## src/design/tw_map.vh

```
/*
 * register map, field positions, reset values, status codes and bit-engine
 * command codes of the two-wire master-transmit controller.
 * assumes a 32-bit classic wishbone bus; every register is one aligned word.
 */
// Functional notes
// done flag set; bus stalled until cleared
// status code valid whenever done flag set
// master operation always starts with START
// address write bit selects transmit mode
// software requests START via control write
// START generated only once bus free
// after START: done flag, code 08
// writing one to done bit resumes
// software keeps enable bit set always
// software loads address, then clears done
// address sent: code 18, 20 or 38
// software writes data only while done
// data write while busy: collision, ignored
// software sends each byte same way
// stop request makes device send STOP
// start request while owning: repeated START
// after repeated START report code 10
// bus ownership kept across repeated START
// interrupt when done and irq enabled
`ifndef TW_MAP_VH
`define TW_MAP_VH
// word offsets (word index; byte address is offset times four)
`define TW_OFS_CTRL     6'h00
`define TW_OFS_STAT     6'h01
`define TW_OFS_DATA     6'h02
`define TW_OFS_RATE     6'h03
`define TW_OFS_IRQ_ST   6'h04
`define TW_OFS_IRQ_CLR  6'h05
`define TW_OFS_IRQ_EN   6'h06
`define TW_OFS_MODE     6'h07
// control register fields
`define TW_C_DONE       7
`define TW_C_ACKEN      6
`define TW_C_START      5
`define TW_C_STOP       4
`define TW_C_WCOL       3
`define TW_C_EN         2
`define TW_C_IRQEN      0
// irq status fields
`define TW_I_DONE       0
`define TW_I_WCOL       1
`define TW_I_ARB        2
`define TW_I_STOP       3
// reset values
`define TW_RST_CTRL     8'h00
`define TW_RST_RATE     8'h01
`define TW_RST_DATA     8'hFF
// status codes, prescaler bits zero
`define TW_SC_START     8'h08
`define TW_SC_RSTART    8'h10
`define TW_SC_AW_ACK    8'h18
`define TW_SC_AW_NACK   8'h20
`define TW_SC_D_ACK     8'h28
`define TW_SC_D_NACK    8'h30
`define TW_SC_ARB       8'h38
`define TW_SC_IDLE      8'hF8
// bit-engine commands
`define TW_CMD_START    3'h0
`define TW_CMD_STOP     3'h1
`define TW_CMD_WRITE    3'h2
`define TW_CMD_READ     3'h3
`define TW_CMD_REL      3'h4
// bits per byte before the acknowledge slot
`define TW_BITS_BYTE    4'h8
`endif

```

## src/design/tw_bit.v

```verilog
/*
 * bit engine: plays one START, STOP, data bit or acknowledge slot on the
 * open-drain clock and data lines in four quarter periods.
 * assumes i_scl and i_sda already pass two flip-flops in the caller.
 */
`timescale 1ns/1ps
`include "tw_map.vh"
module tw_bit #(
	parameter QW = 16
) (
	input  wire          i_clk_sys,
	input  wire          i_srst,
	input  wire          i_go,
	input  wire [2:0]    i_cmd,
	input  wire          i_bit,
	input  wire [QW-1:0] i_quarter,
	input  wire          i_scl,
	input  wire          i_sda,
	output reg           o_done,
	output reg           o_bit,
	output reg           o_arb_lost,
	output reg           o_scl_oe,
	output reg           o_sda_oe
);
	reg          busy;      // a command in flight
	reg [1:0]    phase;     // quarter index
	reg [QW-1:0] cnt;       // cycles left in quarter
	reg [2:0]    cmd;       // command held
	reg          dbit;      // data bit held
	reg [1:0]    next_ph;   // phase to enter
	reg [2:0]    dcmd;      // command seen by the drive table
	reg          ddat;      // bit seen by the drive table
	reg          next_scl;  // clock drive on entry
	reg          next_sda;  // data drive on entry

	// drive table: line enables on entry to a phase
	always @* begin
		next_ph  = i_go ? 2'h0 : phase + 2'h1;
		dcmd     = i_go ? i_cmd : cmd;
		ddat     = i_go ? i_bit : dbit;
		next_scl = o_scl_oe;
		next_sda = o_sda_oe;
		case (dcmd)
			`TW_CMD_START: begin
				case (next_ph)
					2'h0: next_sda = 1'b0;
					2'h1: next_scl = 1'b0;
					2'h2: next_sda = 1'b1;
					default: next_scl = 1'b1;
				endcase
			end
			`TW_CMD_STOP: begin
				case (next_ph)
					2'h0: begin
						next_scl = 1'b1;
						next_sda = 1'b1;
					end
					2'h1: next_scl = 1'b0;
					2'h2: next_sda = 1'b0;
					default: next_sda = 1'b0;
				endcase
			end
			`TW_CMD_WRITE, `TW_CMD_READ: begin
				case (next_ph)
					2'h0: begin
						next_scl = 1'b1;
						next_sda = (dcmd == `TW_CMD_WRITE) ? ~ddat : 1'b0;
					end
					2'h1: next_scl = 1'b0;
					2'h2: next_scl = 1'b0;
					default: next_scl = 1'b1;
				endcase
			end
			default: begin
				next_scl = 1'b0;
				next_sda = 1'b0;
			end
		endcase
	end

	// quarter sequencer with clock-stretch wait and arbitration check
	always @(posedge i_clk_sys) begin
		if (i_srst) begin
			busy       <= 1'b0;
			phase      <= 2'h0;
			cnt        <= {QW{1'b0}};
			cmd        <= `TW_CMD_REL;
			dbit       <= 1'b1;
			o_done     <= 1'b0;
			o_bit      <= 1'b1;
			o_arb_lost <= 1'b0;
			o_scl_oe   <= 1'b0;
			o_sda_oe   <= 1'b0;
		end else begin
			o_done <= 1'b0;
			if (i_go) begin
				cmd        <= i_cmd;
				dbit       <= i_bit;
				phase      <= 2'h0;
				cnt        <= i_quarter - {{(QW-1){1'b0}}, 1'b1};
				busy       <= (i_cmd != `TW_CMD_REL);
				o_arb_lost <= 1'b0;
				o_scl_oe   <= next_scl;
				o_sda_oe   <= next_sda;
			end else if (busy) begin
				if (cnt != {QW{1'b0}}) begin
					cnt <= cnt - {{(QW-1){1'b0}}, 1'b1};
				end else if (phase == 2'h1 && !i_scl) begin
					cnt <= cnt;     // slave stretches the clock
				end else if (phase == 2'h3) begin
					busy   <= 1'b0;
					o_done <= 1'b1;
				end else begin
					if (phase == 2'h1) begin
						o_bit <= i_sda;
					end
					if (phase == 2'h1 && cmd == `TW_CMD_WRITE && dbit && !i_sda) begin
						busy       <= 1'b0;  // another master pulls data low
						o_done     <= 1'b1;
						o_arb_lost <= 1'b1;
						o_scl_oe   <= 1'b0;
						o_sda_oe   <= 1'b0;
					end else begin
						phase    <= next_ph;
						cnt      <= i_quarter - {{(QW-1){1'b0}}, 1'b1};
						o_scl_oe <= next_scl;
						o_sda_oe <= next_sda;
					end
				end
			end
		end
	end
endmodule // tw_bit

```

## src/design/tw_master.v

```verilog
/*
 * two-wire master-transmit controller: wishbone register file, byte
 * sequencer, bus-free watch and interrupt logic around the bit engine.
 * assumes external pull-ups on clock and data; the pins are open-drain.
 */
`timescale 1ns/1ps
`include "tw_map.vh"
module tw_master #(
	parameter QW = 16
) (
	input  wire        i_clk_sys,
	input  wire        i_srst,
	input  wire        i_wb_cyc,
	input  wire        i_wb_stb,
	input  wire        i_wb_we,
	input  wire [7:0]  i_wb_adr,
	input  wire [3:0]  i_wb_sel,
	input  wire [31:0] i_wb_dat,
	output reg  [31:0] o_wb_dat,
	output reg         o_wb_ack,
	input  wire        i_scl,
	output reg         o_scl,
	output wire        o_scl_oe,
	input  wire        i_sda,
	output reg         o_sda,
	output wire        o_sda_oe,
	output reg         o_irq
);
	// sequencer states
	localparam S_IDLE  = 3'h0;  // nothing to do
	localparam S_FREE  = 3'h1;  // waiting for a free bus
	localparam S_START = 3'h2;  // start or repeated start in flight
	localparam S_BYTE  = 3'h3;  // byte and acknowledge in flight
	localparam S_STOP  = 3'h4;  // stop in flight
	localparam S_HOLD  = 3'h5;  // done flag set, bus stalled unless arbitration lost

	// synchronisers, two flip-flops each
	reg scl_m;      // first stage clock
	reg scl_s;      // second stage clock
	reg sda_m;      // first stage data
	reg sda_s;      // second stage data
	reg scl_p;      // previous clock sample
	reg sda_p;      // previous data sample
	reg bus_busy;   // start seen, stop not yet

	// software-visible state
	reg [7:0] ctrl;       // control register
	reg [7:0] code;       // status code, low bits zero
	reg [1:0] presc;      // prescaler bits
	reg [7:0] data;       // data register
	reg [7:0] rate;       // bit-rate register
	reg [3:0] irq_st;     // sticky events
	reg [3:0] irq_en;     // event enables
	reg       rx_mode;    // address carried the read bit
	reg       owned;      // this master holds the bus
	reg       kick;       // done bit written with enable

	// sequencer
	reg [2:0] state;      // current state
	reg [3:0] bitcnt;     // bits sent in this byte
	reg [7:0] sh;         // shift register
	reg       first;      // next byte is the address
	reg       rep;        // next start is a repeated one
	reg       go;         // pulse to the bit engine
	reg [2:0] cmd;        // command to the bit engine
	reg       dbit;       // bit to the bit engine

	wire          e_done;   // bit engine finished
	wire          e_bit;    // sampled data bit
	wire          e_arb;    // arbitration lost
	wire [QW-1:0] quarter;  // cycles per quarter period

	// bus access decode
	wire       wb_req = i_wb_cyc & i_wb_stb & ~o_wb_ack;
	wire       wb_wr  = wb_req & i_wb_we & i_wb_sel[0];
	wire [5:0] widx   = i_wb_adr[7:2];
	wire [7:0] wd     = i_wb_dat[7:0];
	wire       en     = ctrl[`TW_C_EN];

	// quarter period length from rate and prescaler
	function [QW-1:0] quarter_of;
		input [7:0] r;
		input [1:0] p;
		reg   [QW-1:0] base;
		begin
			base       = {{(QW-8){1'b0}}, r} + {{(QW-1){1'b0}}, 1'b1};
			quarter_of = base << {p, 1'b0};
		end
	endfunction

	assign quarter = quarter_of(rate, presc);

	tw_bit #(
		.QW(QW)
	) u_bit (
		.i_clk_sys  (i_clk_sys),
		.i_srst     (i_srst),
		.i_go       (go),
		.i_cmd      (cmd),
		.i_bit      (dbit),
		.i_quarter  (quarter),
		.i_scl      (scl_s),
		.i_sda      (sda_s),
		.o_done     (e_done),
		.o_bit      (e_bit),
		.o_arb_lost (e_arb),
		.o_scl_oe   (o_scl_oe),
		.o_sda_oe   (o_sda_oe)
	);

	// pin synchronisers and bus-free watch
	always @(posedge i_clk_sys) begin
		if (i_srst) begin
			scl_m    <= 1'b1;
			scl_s    <= 1'b1;
			sda_m    <= 1'b1;
			sda_s    <= 1'b1;
			scl_p    <= 1'b1;
			sda_p    <= 1'b1;
			bus_busy <= 1'b0;
		end else begin
			scl_m <= i_scl;
			scl_s <= scl_m;
			sda_m <= i_sda;
			sda_s <= sda_m;
			scl_p <= scl_s;
			sda_p <= sda_s;
			if (scl_s && scl_p && sda_p && !sda_s) begin
				bus_busy <= 1'b1;  // start seen on the bus
			end else if (scl_s && scl_p && !sda_p && sda_s) begin
				bus_busy <= 1'b0;  // stop seen on the bus
			end
		end
	end

	// wishbone answer: one wait state, registered data
	always @(posedge i_clk_sys) begin
		if (i_srst) begin
			o_wb_ack <= 1'b0;
			o_wb_dat <= 32'h0000_0000;
		end else begin
			o_wb_ack <= wb_req;
			if (wb_req && !i_wb_we) begin
				case (widx)
					`TW_OFS_CTRL:   o_wb_dat <= {24'h00_0000, ctrl};
					`TW_OFS_STAT:   o_wb_dat <= {24'h00_0000, code[7:3], 1'b0, presc};
					`TW_OFS_DATA:   o_wb_dat <= {24'h00_0000, data};
					`TW_OFS_RATE:   o_wb_dat <= {24'h00_0000, rate};
					`TW_OFS_IRQ_ST: o_wb_dat <= {28'h000_0000, irq_st};
					`TW_OFS_IRQ_EN: o_wb_dat <= {28'h000_0000, irq_en};
					`TW_OFS_MODE:   o_wb_dat <= {29'h0000_0000, bus_busy, owned, rx_mode};
					default:        o_wb_dat <= 32'h0000_0000;
				endcase
			end
		end
	end

	// interrupt line: enabled events or done flag with irq enable
	always @(posedge i_clk_sys) begin
		if (i_srst) begin
			o_irq <= 1'b0;
		end else begin
			o_irq <= (|(irq_st & irq_en)) | (ctrl[`TW_C_DONE] & ctrl[`TW_C_IRQEN]);
		end
	end

	// pin output levels: always low, the enables do the work
	always @(posedge i_clk_sys) begin
		if (i_srst) begin
			o_scl <= 1'b0;
			o_sda <= 1'b0;
		end else begin
			o_scl <= 1'b0;
			o_sda <= 1'b0;
		end
	end

	// registers and byte sequencer share one process for single drivers
	always @(posedge i_clk_sys) begin
		if (i_srst) begin
			ctrl    <= `TW_RST_CTRL;
			code    <= `TW_SC_IDLE;
			presc   <= 2'h0;
			data    <= `TW_RST_DATA;
			rate    <= `TW_RST_RATE;
			irq_st  <= 4'h0;
			irq_en  <= 4'h0;
			rx_mode <= 1'b0;
			owned   <= 1'b0;
			kick    <= 1'b0;
			state   <= S_IDLE;
			bitcnt  <= 4'h0;
			sh      <= 8'h00;
			first   <= 1'b0;
			rep     <= 1'b0;
			go      <= 1'b0;
			cmd     <= `TW_CMD_REL;
			dbit    <= 1'b1;
		end else begin
			go   <= 1'b0;
			kick <= 1'b0;

			// software writes
			if (wb_wr) begin
				case (widx)
					`TW_OFS_CTRL: begin
						ctrl[`TW_C_ACKEN] <= wd[`TW_C_ACKEN];
						ctrl[`TW_C_START] <= wd[`TW_C_START];
						ctrl[`TW_C_STOP]  <= wd[`TW_C_STOP];
						ctrl[`TW_C_EN]    <= wd[`TW_C_EN];
						ctrl[`TW_C_IRQEN] <= wd[`TW_C_IRQEN];
						if (wd[`TW_C_DONE]) begin
							ctrl[`TW_C_DONE] <= 1'b0;
							kick             <= wd[`TW_C_EN];
						end
					end
					`TW_OFS_STAT: presc <= wd[1:0];
					`TW_OFS_DATA: begin
						if (ctrl[`TW_C_DONE]) begin
							data             <= wd;
							ctrl[`TW_C_WCOL] <= 1'b0;
						end else begin
							ctrl[`TW_C_WCOL]    <= 1'b1;
							irq_st[`TW_I_WCOL] <= 1'b1;
						end
					end
					`TW_OFS_RATE:    rate   <= wd;
					`TW_OFS_IRQ_CLR: irq_st <= irq_st & ~wd[3:0];
					`TW_OFS_IRQ_EN:  irq_en <= wd[3:0];
					default: ;
				endcase
			end

			// sequencer; hardware sets below override a same-cycle clear
			if (!en) begin
				// disabled: drop the bus and forget the transfer
				if (state != S_IDLE || owned) begin
					go    <= 1'b1;
					cmd   <= `TW_CMD_REL;
					owned <= 1'b0;
				end
				state <= S_IDLE;
			end else begin
				case (state)
					S_IDLE, S_HOLD: begin
						if (kick) begin
							if (ctrl[`TW_C_STOP] && owned) begin
								go    <= 1'b1;
								cmd   <= `TW_CMD_STOP;
								state <= S_STOP;
							end else if (ctrl[`TW_C_START] && owned) begin
								go    <= 1'b1;
								cmd   <= `TW_CMD_START;
								rep   <= 1'b1;
								state <= S_START;
							end else if (ctrl[`TW_C_START]) begin
								rep   <= 1'b0;
								state <= S_FREE;
							end else if (owned) begin
								// first bit leaves here, once; later bits follow
								// each engine done pulse, so no bit is sent twice
								sh     <= data;
								bitcnt <= 4'h0;
								go     <= 1'b1;
								cmd    <= `TW_CMD_WRITE;
								dbit   <= data[7];
								state  <= S_BYTE;
								if (first) begin
									rx_mode <= data[0];
								end
							end else begin
								ctrl[`TW_C_STOP] <= 1'b0;
								state            <= S_IDLE;
							end
						end
					end
					S_FREE: begin
						// only a quiet bus may be taken
						if (!bus_busy && scl_s && sda_s) begin
							go    <= 1'b1;
							cmd   <= `TW_CMD_START;
							state <= S_START;
						end
					end
					S_START: begin
						if (e_done) begin
							owned            <= 1'b1;
							first            <= 1'b1;
							ctrl[`TW_C_DONE] <= 1'b1;
							irq_st[`TW_I_DONE] <= 1'b1;
							code  <= rep ? `TW_SC_RSTART : `TW_SC_START;
							state <= S_HOLD;
						end
					end
					S_BYTE: begin
						if (e_done && e_arb) begin
							owned              <= 1'b0;
							ctrl[`TW_C_DONE]   <= 1'b1;
							irq_st[`TW_I_DONE] <= 1'b1;
							irq_st[`TW_I_ARB]  <= 1'b1;
							code               <= `TW_SC_ARB;
							state              <= S_HOLD;
						end else if (e_done && bitcnt == `TW_BITS_BYTE) begin
							ctrl[`TW_C_DONE]   <= 1'b1;
							irq_st[`TW_I_DONE] <= 1'b1;
							first              <= 1'b0;
							state              <= S_HOLD;
							if (first) begin
								code <= e_bit ? `TW_SC_AW_NACK : `TW_SC_AW_ACK;
							end else begin
								code <= e_bit ? `TW_SC_D_NACK : `TW_SC_D_ACK;
							end
						end else if (e_done) begin
							// next bit, then the acknowledge slot
							// msb already left on entry; shift in step with done
							bitcnt <= bitcnt + 4'h1;
							go     <= 1'b1;
							if (bitcnt + 4'h1 == `TW_BITS_BYTE) begin
								cmd  <= `TW_CMD_READ;
								dbit <= 1'b1;
							end else begin
								cmd  <= `TW_CMD_WRITE;
								dbit <= sh[6];
								sh   <= {sh[6:0], 1'b0};
							end
						end
					end
					S_STOP: begin
						if (e_done) begin
							owned              <= 1'b0;
							ctrl[`TW_C_STOP]   <= 1'b0;
							irq_st[`TW_I_STOP] <= 1'b1;
							code               <= `TW_SC_IDLE;
							state <= ctrl[`TW_C_START] ? S_FREE : S_IDLE;
							rep   <= 1'b0;
						end
					end
					default: state <= S_IDLE;
				endcase
			end
		end
	end
endmodule // tw_master

```

## config.mk

```make
export PLATFORM = sky130hd
export DESIGN_NAME = tw_master
export DESIGN_NICKNAME = d
export VERILOG_FILES = /design/src/design/tw_bit.v /design/src/design/tw_master.v
export VERILOG_INCLUDE_DIRS = /design/src /design/src/design
export SDC_FILE = /design/constraint.sdc
export NUM_CORES = 1
export LEC_CHECK = 0
export BUFFER_PORTS_ARGS = -buffer_cell sky130_fd_sc_hd__buf_2
export CORE_UTILIZATION = 55
export CTS_CLUSTER_SIZE = 16
export DETAILED_ROUTE_END_ITERATION = 7
export PLACE_DENSITY = 0.77
export SYNTH_ARGS = -nofsm -noshare
export SYNTH_HDL_FRONTEND = slang
export SYNTH_SLANG_ARGS = --single-unit
export TNS_END_PERCENT = 5
```

## constraint.sdc

```tcl
create_clock -name i_clk_sys -period 3.2 [get_ports i_clk_sys]
set_input_delay 0.64 -clock i_clk_sys [delete_from_list [all_inputs] [get_ports i_clk_sys]]
set_output_delay 0.64 -clock i_clk_sys [all_outputs]
set_load 0.05 [all_outputs]
```

## Yosys cells after proc, flatten, opt, wreduce, memory -nomap -nowiden

Cells that the tools add are included.

| storage, ports and cells | value |
|---|---|
| register bits after elaboration | 134 |
| latch bits | 0 |
| memory bits (writable) | 0 |
| memory bits (read-only) | 0 |
| bits of input ports | 51 |
| output and inout port bits | 38 |
| logic and storage cells | 358 |
| memories | 0 |

| cells by class | value |
|---|---|
| add/sub/neg operators | 5 |
| multipliers | 0 |
| div/mod/pow operators | 0 |
| magnitude comparators | 0 |
| eq/ne operators | 57 |
| shift-type cells | 1 |
| multiplexer cells | 164 |
| bitwise logic cells | 24 |
| reduce and logical (&&, ||, !) cells | 66 |

Operators with widths:

| operator | number |
|---|---|
| 2-to-1 mux 16 bit | 6 |
| 2-to-1 mux 1 bit | 84 |
| 2-to-1 mux 7 bit | 9 |
| 2-to-1 mux 3 bit | 19 |
| one-hot mux 8 bit (7 select lines) | 1 |
| 2-to-1 mux 4 bit | 10 |
| 2-to-1 mux 8 bit | 4 |
| subtractor 16 x 1 -> 16 bit, second input constant | 2 |
| AND reduction 5 bit | 6 |
| != test 2 bit, second input constant | 14 |
| == test 6 x 3 -> 1 bit, second input constant | 4 |
| != test 3 bit, second input constant | 8 |
| one-hot mux 8 bit (3 select lines) | 1 |
| one-hot mux 1 bit (2 select lines) | 11 |
| 2-to-1 mux 6 bit | 3 |
| != test 3 x 2 -> 1 bit, second input constant | 6 |
| logical AND 1 bit | 16 |
| nonzero test 16 bit | 1 |
| << shifter 9 x 3 -> 16 bit | 1 |
| == test 3 x 2 -> 1 bit, second input constant | 5 |
| inverter 1 bit | 15 |
| one-hot mux 3 bit (5 select lines) | 1 |
| one-hot mux 7 bit (2 select lines) | 1 |
| nonzero test 2 bit | 7 |
| 39 further kinds | 82 |

## Depth between registers and ports, before layout

Gate-level depths: netlist of the first run.

| logic depth | value |
|---|---|
| word-level depth | 12 |
| mapped depth | 10 |
| gate-level depth less buffers | 9 |

## Cells and area by module

A second synthesis of the first run with hierarchy kept.

| second synthesis, totals | value |
|---|---|
| cell total of the unflattened synthesis | 842 |
| area, all modules | 6751.5 um2 |

Modules (own cells, without submodules):

| module | times used | cells each | area an instance (um2) | seq. area each (um2) |
|---|---|---|---|---|
| tw_master | 1 | 556 | 4586.9 | 1561.5 |
| tw_bit | 1 | 286 | 2164.6 | 560.5 |

## Least setup slack after synthesis of the first run

No wires, ideal clock.

| timing | value |
|---|---|
| path kind | register to register |
| start | reg rate[0] |
| end | reg u_bit.cnt[11] |
| arrival | 2417 ps |
| data required time | 3126 ps |
| slack | 709 ps |
| cell stages (with the launch flop) | 11 |
| path buffers | 2 |
| clock period less this slack | 2491 ps |
| path through | dfxtp_1 ha_1 buf_6 and4_1 buf_2 a22o_1 o21ai_0 o21a_1 nand4_4 or4_1 a31oi_1 |

| between the ends | value |
|---|---|
| cells in the longest elaborated chain, start to end | 9 |

Ends and longest elaborated chain:

| what | RTL line | text |
|---|---|---|
| start: declaration | tw_master.v:51 | `reg [7:0] rate;` |
| start signal: assignment | tw_master.v:185 | `` rate <= `TW_RST_RATE; `` |
| start signal: assignment | tw_master.v:227 | `` `TW_OFS_RATE: rate <= wd; `` |
| adder 8 x 1 -> 9 bit (*) | tw_master.v:86 | `base = {{(QW-8){1'b0}}, r} + {{(QW-1){1'b0}}, 1'b1};` |
| << shifter 9 x 3 -> 16 bit (*) | tw_master.v:87 | `quarter_of = base << {p, 1'b0};` |
| subtractor 16 x 1 -> 16 bit (*) | tw_bit.v:100, tw_bit.v:125 |  |
| 2-to-1 mux 16 bit | tw_bit.v:117 | `` if (phase == 2'h1 && cmd == `TW_CMD_WRITE && dbit && !i_sda) begin `` |
| 2-to-1 mux 16 bit | tw_bit.v:110 | `end else if (phase == 2'h3) begin` |
| 2-to-1 mux 16 bit | tw_bit.v:108 | `end else if (phase == 2'h1 && !i_scl) begin` |
| 2-to-1 mux 16 bit | tw_bit.v:106 | `if (cnt != {QW{1'b0}}) begin` |
| 2-to-1 mux 16 bit | tw_bit.v:105 | `end else if (busy) begin` |
| 2-to-1 mux 16 bit (*) | tw_bit.v:96 | `if (i_go) begin` |
| end signal: assignment | tw_bit.v:100 | `cnt <= i_quarter - {{(QW-1){1'b0}}, 1'b1};` |
| end signal: assignment | tw_bit.v:107 | `cnt <= cnt - {{(QW-1){1'b0}}, 1'b1};` |
| end signal: assignment | tw_bit.v:109 | `cnt <= cnt;` |
| end: declaration | tw_bit.v:27 | `reg [QW-1:0] cnt;` |

Mark *: on every way between the ends. The rest lies on a longest branch, timed or not. The select of a mux whose other input is x is not followed.
A chain may end at the register's enable or synchronous reset.

## Final worst setup path of the first run

| timing | value |
|---|---|
| start | reg rate[1] |
| end | reg u_bit.cnt[11] |

Same word-level chain as after synthesis.

==> out/results.tsv, run 1 <==
metric	value	unit
dpl.hpwl	12.2	mm
cpLargestDelayFamily	simple AND/OR/NAND/NOR gates	
synth_area	6710	sq um
stdcell_area	7170	sq um
finalCriticalPeriod	2.90	ns
max_freq	0.344	GHz
post-route-drc-count	0	
comb_power_share	6.6	%
postCtsHoldBufs	0	
crit_slowest_cell	or4_1	
critPathMaxFanout	8	
cts-root-buf	clkbuf_16	
post_cts_buffers	0	
tightest_slew	0.835	ns
grtUsageTotal	28.3	%
timing.final.ws_setup	0.297	ns
rsz0062_at_grt	no	
worstSetupPathType	flop to flop	
num_vias	6334	
layoutNonFillerInstCount	1012	
setup_tns	0	ns
cts_sinks	106	
io_pins	89	
vias_per_cell	6.26	
clk_latency	0.35	ns
dpl-instance-area	6880	sq um
die_y	112	microns
ys.warnings.count	0	
cp_cell_sequence	ha_1 > and4_1 > mux2i_1 > o21ai_1 > a31oi_4 > nand4_4 > or4_1 > a31oi_1	
cts_buffers	9	
synth_ff_type	dfxtp_1	
grt_pass1_vias	5916	
syn_avg_cell_area	7.86	sq um
core_area	11700	sq um
drtIter0Drc	512	
p_per_area	364	nW/um^2
drv_cap	0	
nets	928	
status	finished clean	
h-tree-depth	3	
die_area	12600	sq um
fin_crit_sh	90.7	%
ys_top_cells_by_count	dfxtp_1 (106), nand2_1 (100), nor2_1 (80)	
power.total	2610	uW
p_seq_share	50.8	%
clkTransAtPathRegs	0.07	ns
hold_violations	0	
start_util	57.5	%
switching_share	23.8	%
diodes	0	
async_reset_ff_share	0	%
synth_seq_area_share	31.6	%
yosysTopAreaCell	dfxtp_1	
synth_top_area_share	31.6	%
clkPwrFrac	42.6	%
setup_violations	0	
ir_worst_vdd	0.437	mV
synth_edf_count	0	
slew_headroom	43.6	%
cp.arrival	3.18	ns
drive_above_1_share	11.9	%
drv_slew	0	
grt_pass1_wl	28.9	mm
dp_cells	996	
rows	39	
antenna_found_initial	0	
area_growth	6.88	%
seqCellArea	2120	sq um
yosys_register_bits	106	
cts_tree	built	
dr.pass1.iters	5	
synth_cell_types	86	
multi_input_area	4160	sq um
fillers	1035	
antenna_left	0	
leakage	0.00267	uW
grt_overflow	0	
port_buffers	33	
min_path_type	flop to flop	
cts_resized	0	
internal-power	1990	uW
endpoint_kind	flop	
cts_buffer_depth	2	
die_w	112	microns
totalWireLength	17.2	mm
cp_num_buf_inv	0	
crit_path_max_incr_delay	0.57	ns
synthCells	854	
post-synth-top-count-cell	dfxtp_1	
gp_congestion	0.926	
required	3.48	ns
start_kind	flop	
switchingPower	622	uW
pre_cts_slack	0.338	ns
finClkSkew	0.00863	ns
synth_area_leaders	dfxtp_1 (32%), nand2_1 (5.6%), mux2i_1 (5.5%), a21oi_1 (4.7%), nor2_1 (4.5%)	
grt_max_degree	64	
wire_per_inst	17.0	microns
-- cell usage in the layout (no fill, tap or decap), types with 15 or more instances in the layout --
cell type / synthesis / final
nor3_1: 38 / 38
dfxtp_1: 106 / 106
a21oi_1: 63 / 63
mux2i_1: 37 / 37
nor2_1: 80 / 80
nand3_1: 25 / 25
nor2b_1: 17 / 17
o21ai_0: 43 / 43
buf_2: 11 / 33
nand2_1: 100 / 100
conb_1: 1 / 26
a31oi_1: 15 / 15
buf_4: 27 / 19
inv_1: 23 / 23
-- layout make-up --
class,count,share of cell area [%]
clock buffer,12,3.44
clock inverter,4,0.680
inverter,24,1.26
multi-input combinational,670,58.0
sequential,106,29.6
tap,143,2.49
timing repair buffer,53,4.57
-- power by group through the flow --
| stage | Clock, uW | Sequential [uW] | Combinational (uW) |
|---|---|---|---|
| final | 1110 | 1330 | 173 |
| after global routing | 1180 | 1330 | 182 |
| after CTS | 1130 | 1330 | 170 |
| after detailed placement | 0 | 1360 | 170 |
| after global placement | 0 | 1360 | 168 |
| after floorplan | 0 | 1360 | 153 |
-- final timing paths --
path,start,to,slack [ns],cells after the start
worst max register to register,rate[1],u_bit.cnt[11],0.30,8
worst max-delay path,rate[1],u_bit.cnt[11],0.30,8
worst min register to register,sda_m,sda_s,0.41,1
worst min-delay path,sda_m,sda_s,0.41,1
-- flip-flops by register name (all words and copies together), names as in the netlist, 4 cells and up --
register,count
data,8
rate,8
code,4
irq_en,4
sh,7
irq_st,4
bitcnt,4
o_wb_dat,8
ctrl,7
u_bit.cnt,16
-- metrics by stage --
step / utilization, % / hold WS [ns]
3_5_place_dp: 59.0 / 0.393
5_1_grt: 61.5 / 0.439
3_3_place_gp: 59.0 / 0.397
6_report: 61.5 / 0.407
4_1_cts: 61.5 / 0.410
2_1_floorplan: - / 0.389
-- logic make-up after synthesis --
family	count (synthesis)	share of synthesized area [%]
AO/OA/AOI/OAI	217	21.7
XOR/XNOR	11	1.44
adder cells (fa/ha/maj)	14	2.57
buffers and inverters	103	7.81
flip-flops	106	31.6
multiplexers	47	8.09
other	1	0.0559
AND/OR/NAND/NOR	355	26.7
-- layer usage --
metal / vias to the layer above / GRT usage [%] / wire, microns
met2: 249 / 47.6 / 8200
li1: 3068 / - / -
met3: 36 / 6.48 / 1190
met1: 2981 / 35.5 / 7330
met5: - / 0 / 0
met4: 0 / 9.96 / 454
No activity file was read; power rests on OpenSTA's default activity.
==> run 2: changes to the inputs <==
--- a/config.mk
+++ b/config.mk
@@ -6,6 +6,7 @@
 export SDC_FILE = /design/constraint.sdc
 export NUM_CORES = 1
 export LEC_CHECK = 0
+export ABC_AREA = 1
 export BUFFER_PORTS_ARGS = -buffer_cell sky130_fd_sc_hd__buf_2
 export CORE_UTILIZATION = 55
 export CTS_CLUSTER_SIZE = 16
==> run 2 against run 1 <==
The run now ends with DRC left. Wire length down 6.8%. Register-to-register slack better by 0.38 ns. Sequential power hardly changed. Die area down 4.3%. Core utilization down 1.3 points. Critical endpoint is now u_bit.cnt[14].
==> out/results.tsv, run 2 <==
metric	value	unit
fin_crit_sh	78.7	%
die_area	12100	sq um
finalCriticalPeriod	2.52	ns
area_growth	6.61	%
dp_cells	1102	
min_to	scl_s	
h-tree-depth	3	
cts_buffer_depth	2	
synth_edf_count	0	
min_path_type	flop to flop	
ys_top_cells_by_count	nand2_1 (176), dfxtp_1 (106), inv_1 (103)	
antenna_found_initial	0	
post_cts_buffers	0	
holdPathStages	1	
drv_cap	0	
grt_pass1_wl	26.3	mm
hp-start	scl_m	
drive_above_1_share	11.1	%
io_pins	89	
synth_top_area_share	33.1	%
gp_congestion	0.985	
worstReg2RegStart	presc[0]	
synthCells	948	
whs	0.412	ns
grt_overflow	0	
antenna_left	0	
slew_headroom	60.6	%
r2r_slack	0.68	ns
cts_sinks	106	
cts_buffers	9	
synth_ff_type	dfxtp_1	
rsz0062_at_grt	no	
cp.arrival	2.74	ns
synth_cell_types	51	
grt_pass1_vias	5594	
power.total	2520	uW
syn_avg_cell_area	6.77	sq um
post-route-drc-count	2	
cts-root-buf	clkbuf_16	
ys.warnings.count	0	
num_vias	6283	
rows	39	
nets	1034	
setup_tns	0	ns
setup_violations	0	
yosys_register_bits	106	
cts_tree	built	
totalWireLength	16.0	mm
synth_area	6420	sq um
port_buffers	33	
largest_register_ffs	16	
synth_seq_area_share	33.1	%
diodes	0	
required	3.42	ns
drtIter0Drc	613	
wire_per_inst	14.3	microns
top_register	u_bit.cnt	
postCtsHoldBufs	0	
grt_max_degree	39	
worstSetupPathType	flop to flop	
start_kind	flop	
async_reset_ff_share	0	%
r2r_end	u_bit.cnt[14]	
drv_slew	0	
cts_resized	0	
critPathMaxFanout	16	
final_common_cell	nand2_1	
clkTransAtPathRegs	0.07	ns
status	finished, violations left	
r2r_cells	12	
finish.utilization	60.2	%
leakage	0.00313	uW
violations	DRC	
die_w	110	microns
grtUsageTotal	27.8	%
post-synth-top-count-cell	nand2_1	
dr.pass1.iters	7	
start_util	56.4	%
clk_latency	0.35	ns
layoutNonFillerInstCount	1118	
ir_worst_vdd	0.250	mV
die_y	110	microns
yosysTopAreaCell	dfxtp_1	
p_per_area	368	nW/um^2
tightest_slew	0.585	ns
dpl.hpwl	11.9	mm
core_area	11400	sq um
synth_area_leaders	dfxtp_1 (33%), nand2_1 (10%), nand3_1 (6.9%), a21oi_1 (6.2%), inv_1 (6.0%)	
hold_violations	0	
vias_per_cell	5.62	
max_freq	0.397	GHz
finClkSkew	0.00699	ns
endpoint_kind	flop	
final_cell_mix	nand2_1 (176), dfxtp_1 (106), inv_1 (103)	
==> run 2: changes by cell type in the layout (fill, tap and decap cells not counted), moves of 9 or more <==
cell	previous run	this run
a21oi_1	63	80
buf_4	19	7
inv_1	23	103
mux2i_1	37	0
nand2_1	100	176
nand2b_1	12	0
nand3_1	25	89
nor2_2	0	9
nor2b_1	17	0
nor3_1	38	19
o21ai_0	43	75
==> run 2: cell families after synthesis <==
logic type	count (synthesis)	share of synthesized area, %
xor gates and xnor gates	13	1.77
buffers and inverters	165	11.9
adders and majority gates	13	2.54
DFF	106	33.1
other	1	0.0584
AOI/OAI and AO/OA	224	20.3
and+or+nand+nor	426	30.4
==> run 2: cell type report <==
class | count | area (sq um)
well taps | 143 | 179
clock buffers | 9 | 225
fillers | 1101 | 4530
repair buffers | 40 | 218
inverters | 111 | 419
clock inverters | 7 | 50.0
flip-flops and latches | 106 | 2120
multi-input cells | 702 | 3630
==> run 2: where the power goes <==
part / internal (uW) / switching (uW)
clock network: 534 / 505
registers: 1320 / 4.10
logic: 24.1 / 126
==> run 2: metal layers <==
metal / routed length, microns / part of all wire, % / up-vias / GRT usage (%)
met5: 0 / 0 / - / 0
met4: 238 / 1.5 / 0 / 7.71
met3: 1180 / 7.4 / 18 / 5.35
met2: 7230 / 45 / 204 / 45.5
met1: 7370 / 46 / 2888 / 37.1
li1: - / - / 3173 / -
==> run 2: worst max-delay path by stage <==
stage               depth (start not counted)         from            end  slack [ns]
finish                                     12     presc[0]  u_bit.cnt[14]        0.68
global placement                           12     presc[0]  u_bit.cnt[14]        0.77
CTS                                        12     presc[0]  u_bit.cnt[14]        0.70
global route                               12     presc[0]  u_bit.cnt[14]        0.31
detailed placement                         12     presc[0]  u_bit.cnt[14]        0.71
floorplan                                  11  i_wb_adr[7]        data[6]        1.19
==> run 2: through the flow <==
stage / area (sq um) / worst slack (ns)
floorplan: 6510 / 1.19
CTS: 6840 / 0.696
finish: 6840 / 0.681
global placement: 6570 / 0.770
detailed placement: 6570 / 0.707
global route: 6840 / 0.309
==> run 2: critical path: stages, from the launching register on <==
cell and delay [ns]:
dfxtp_1 0.69, inv_2 0.27, nand3_1 0.17, ha_1 0.25, inv_1 0.06, nor2_1 0.19, nand3_1 0.14, nor2_1 0.25
nand3_1 0.11, nand2_1 0.07, nand3_1 0.08, nand2_1 0.07, a21oi_1 0.05
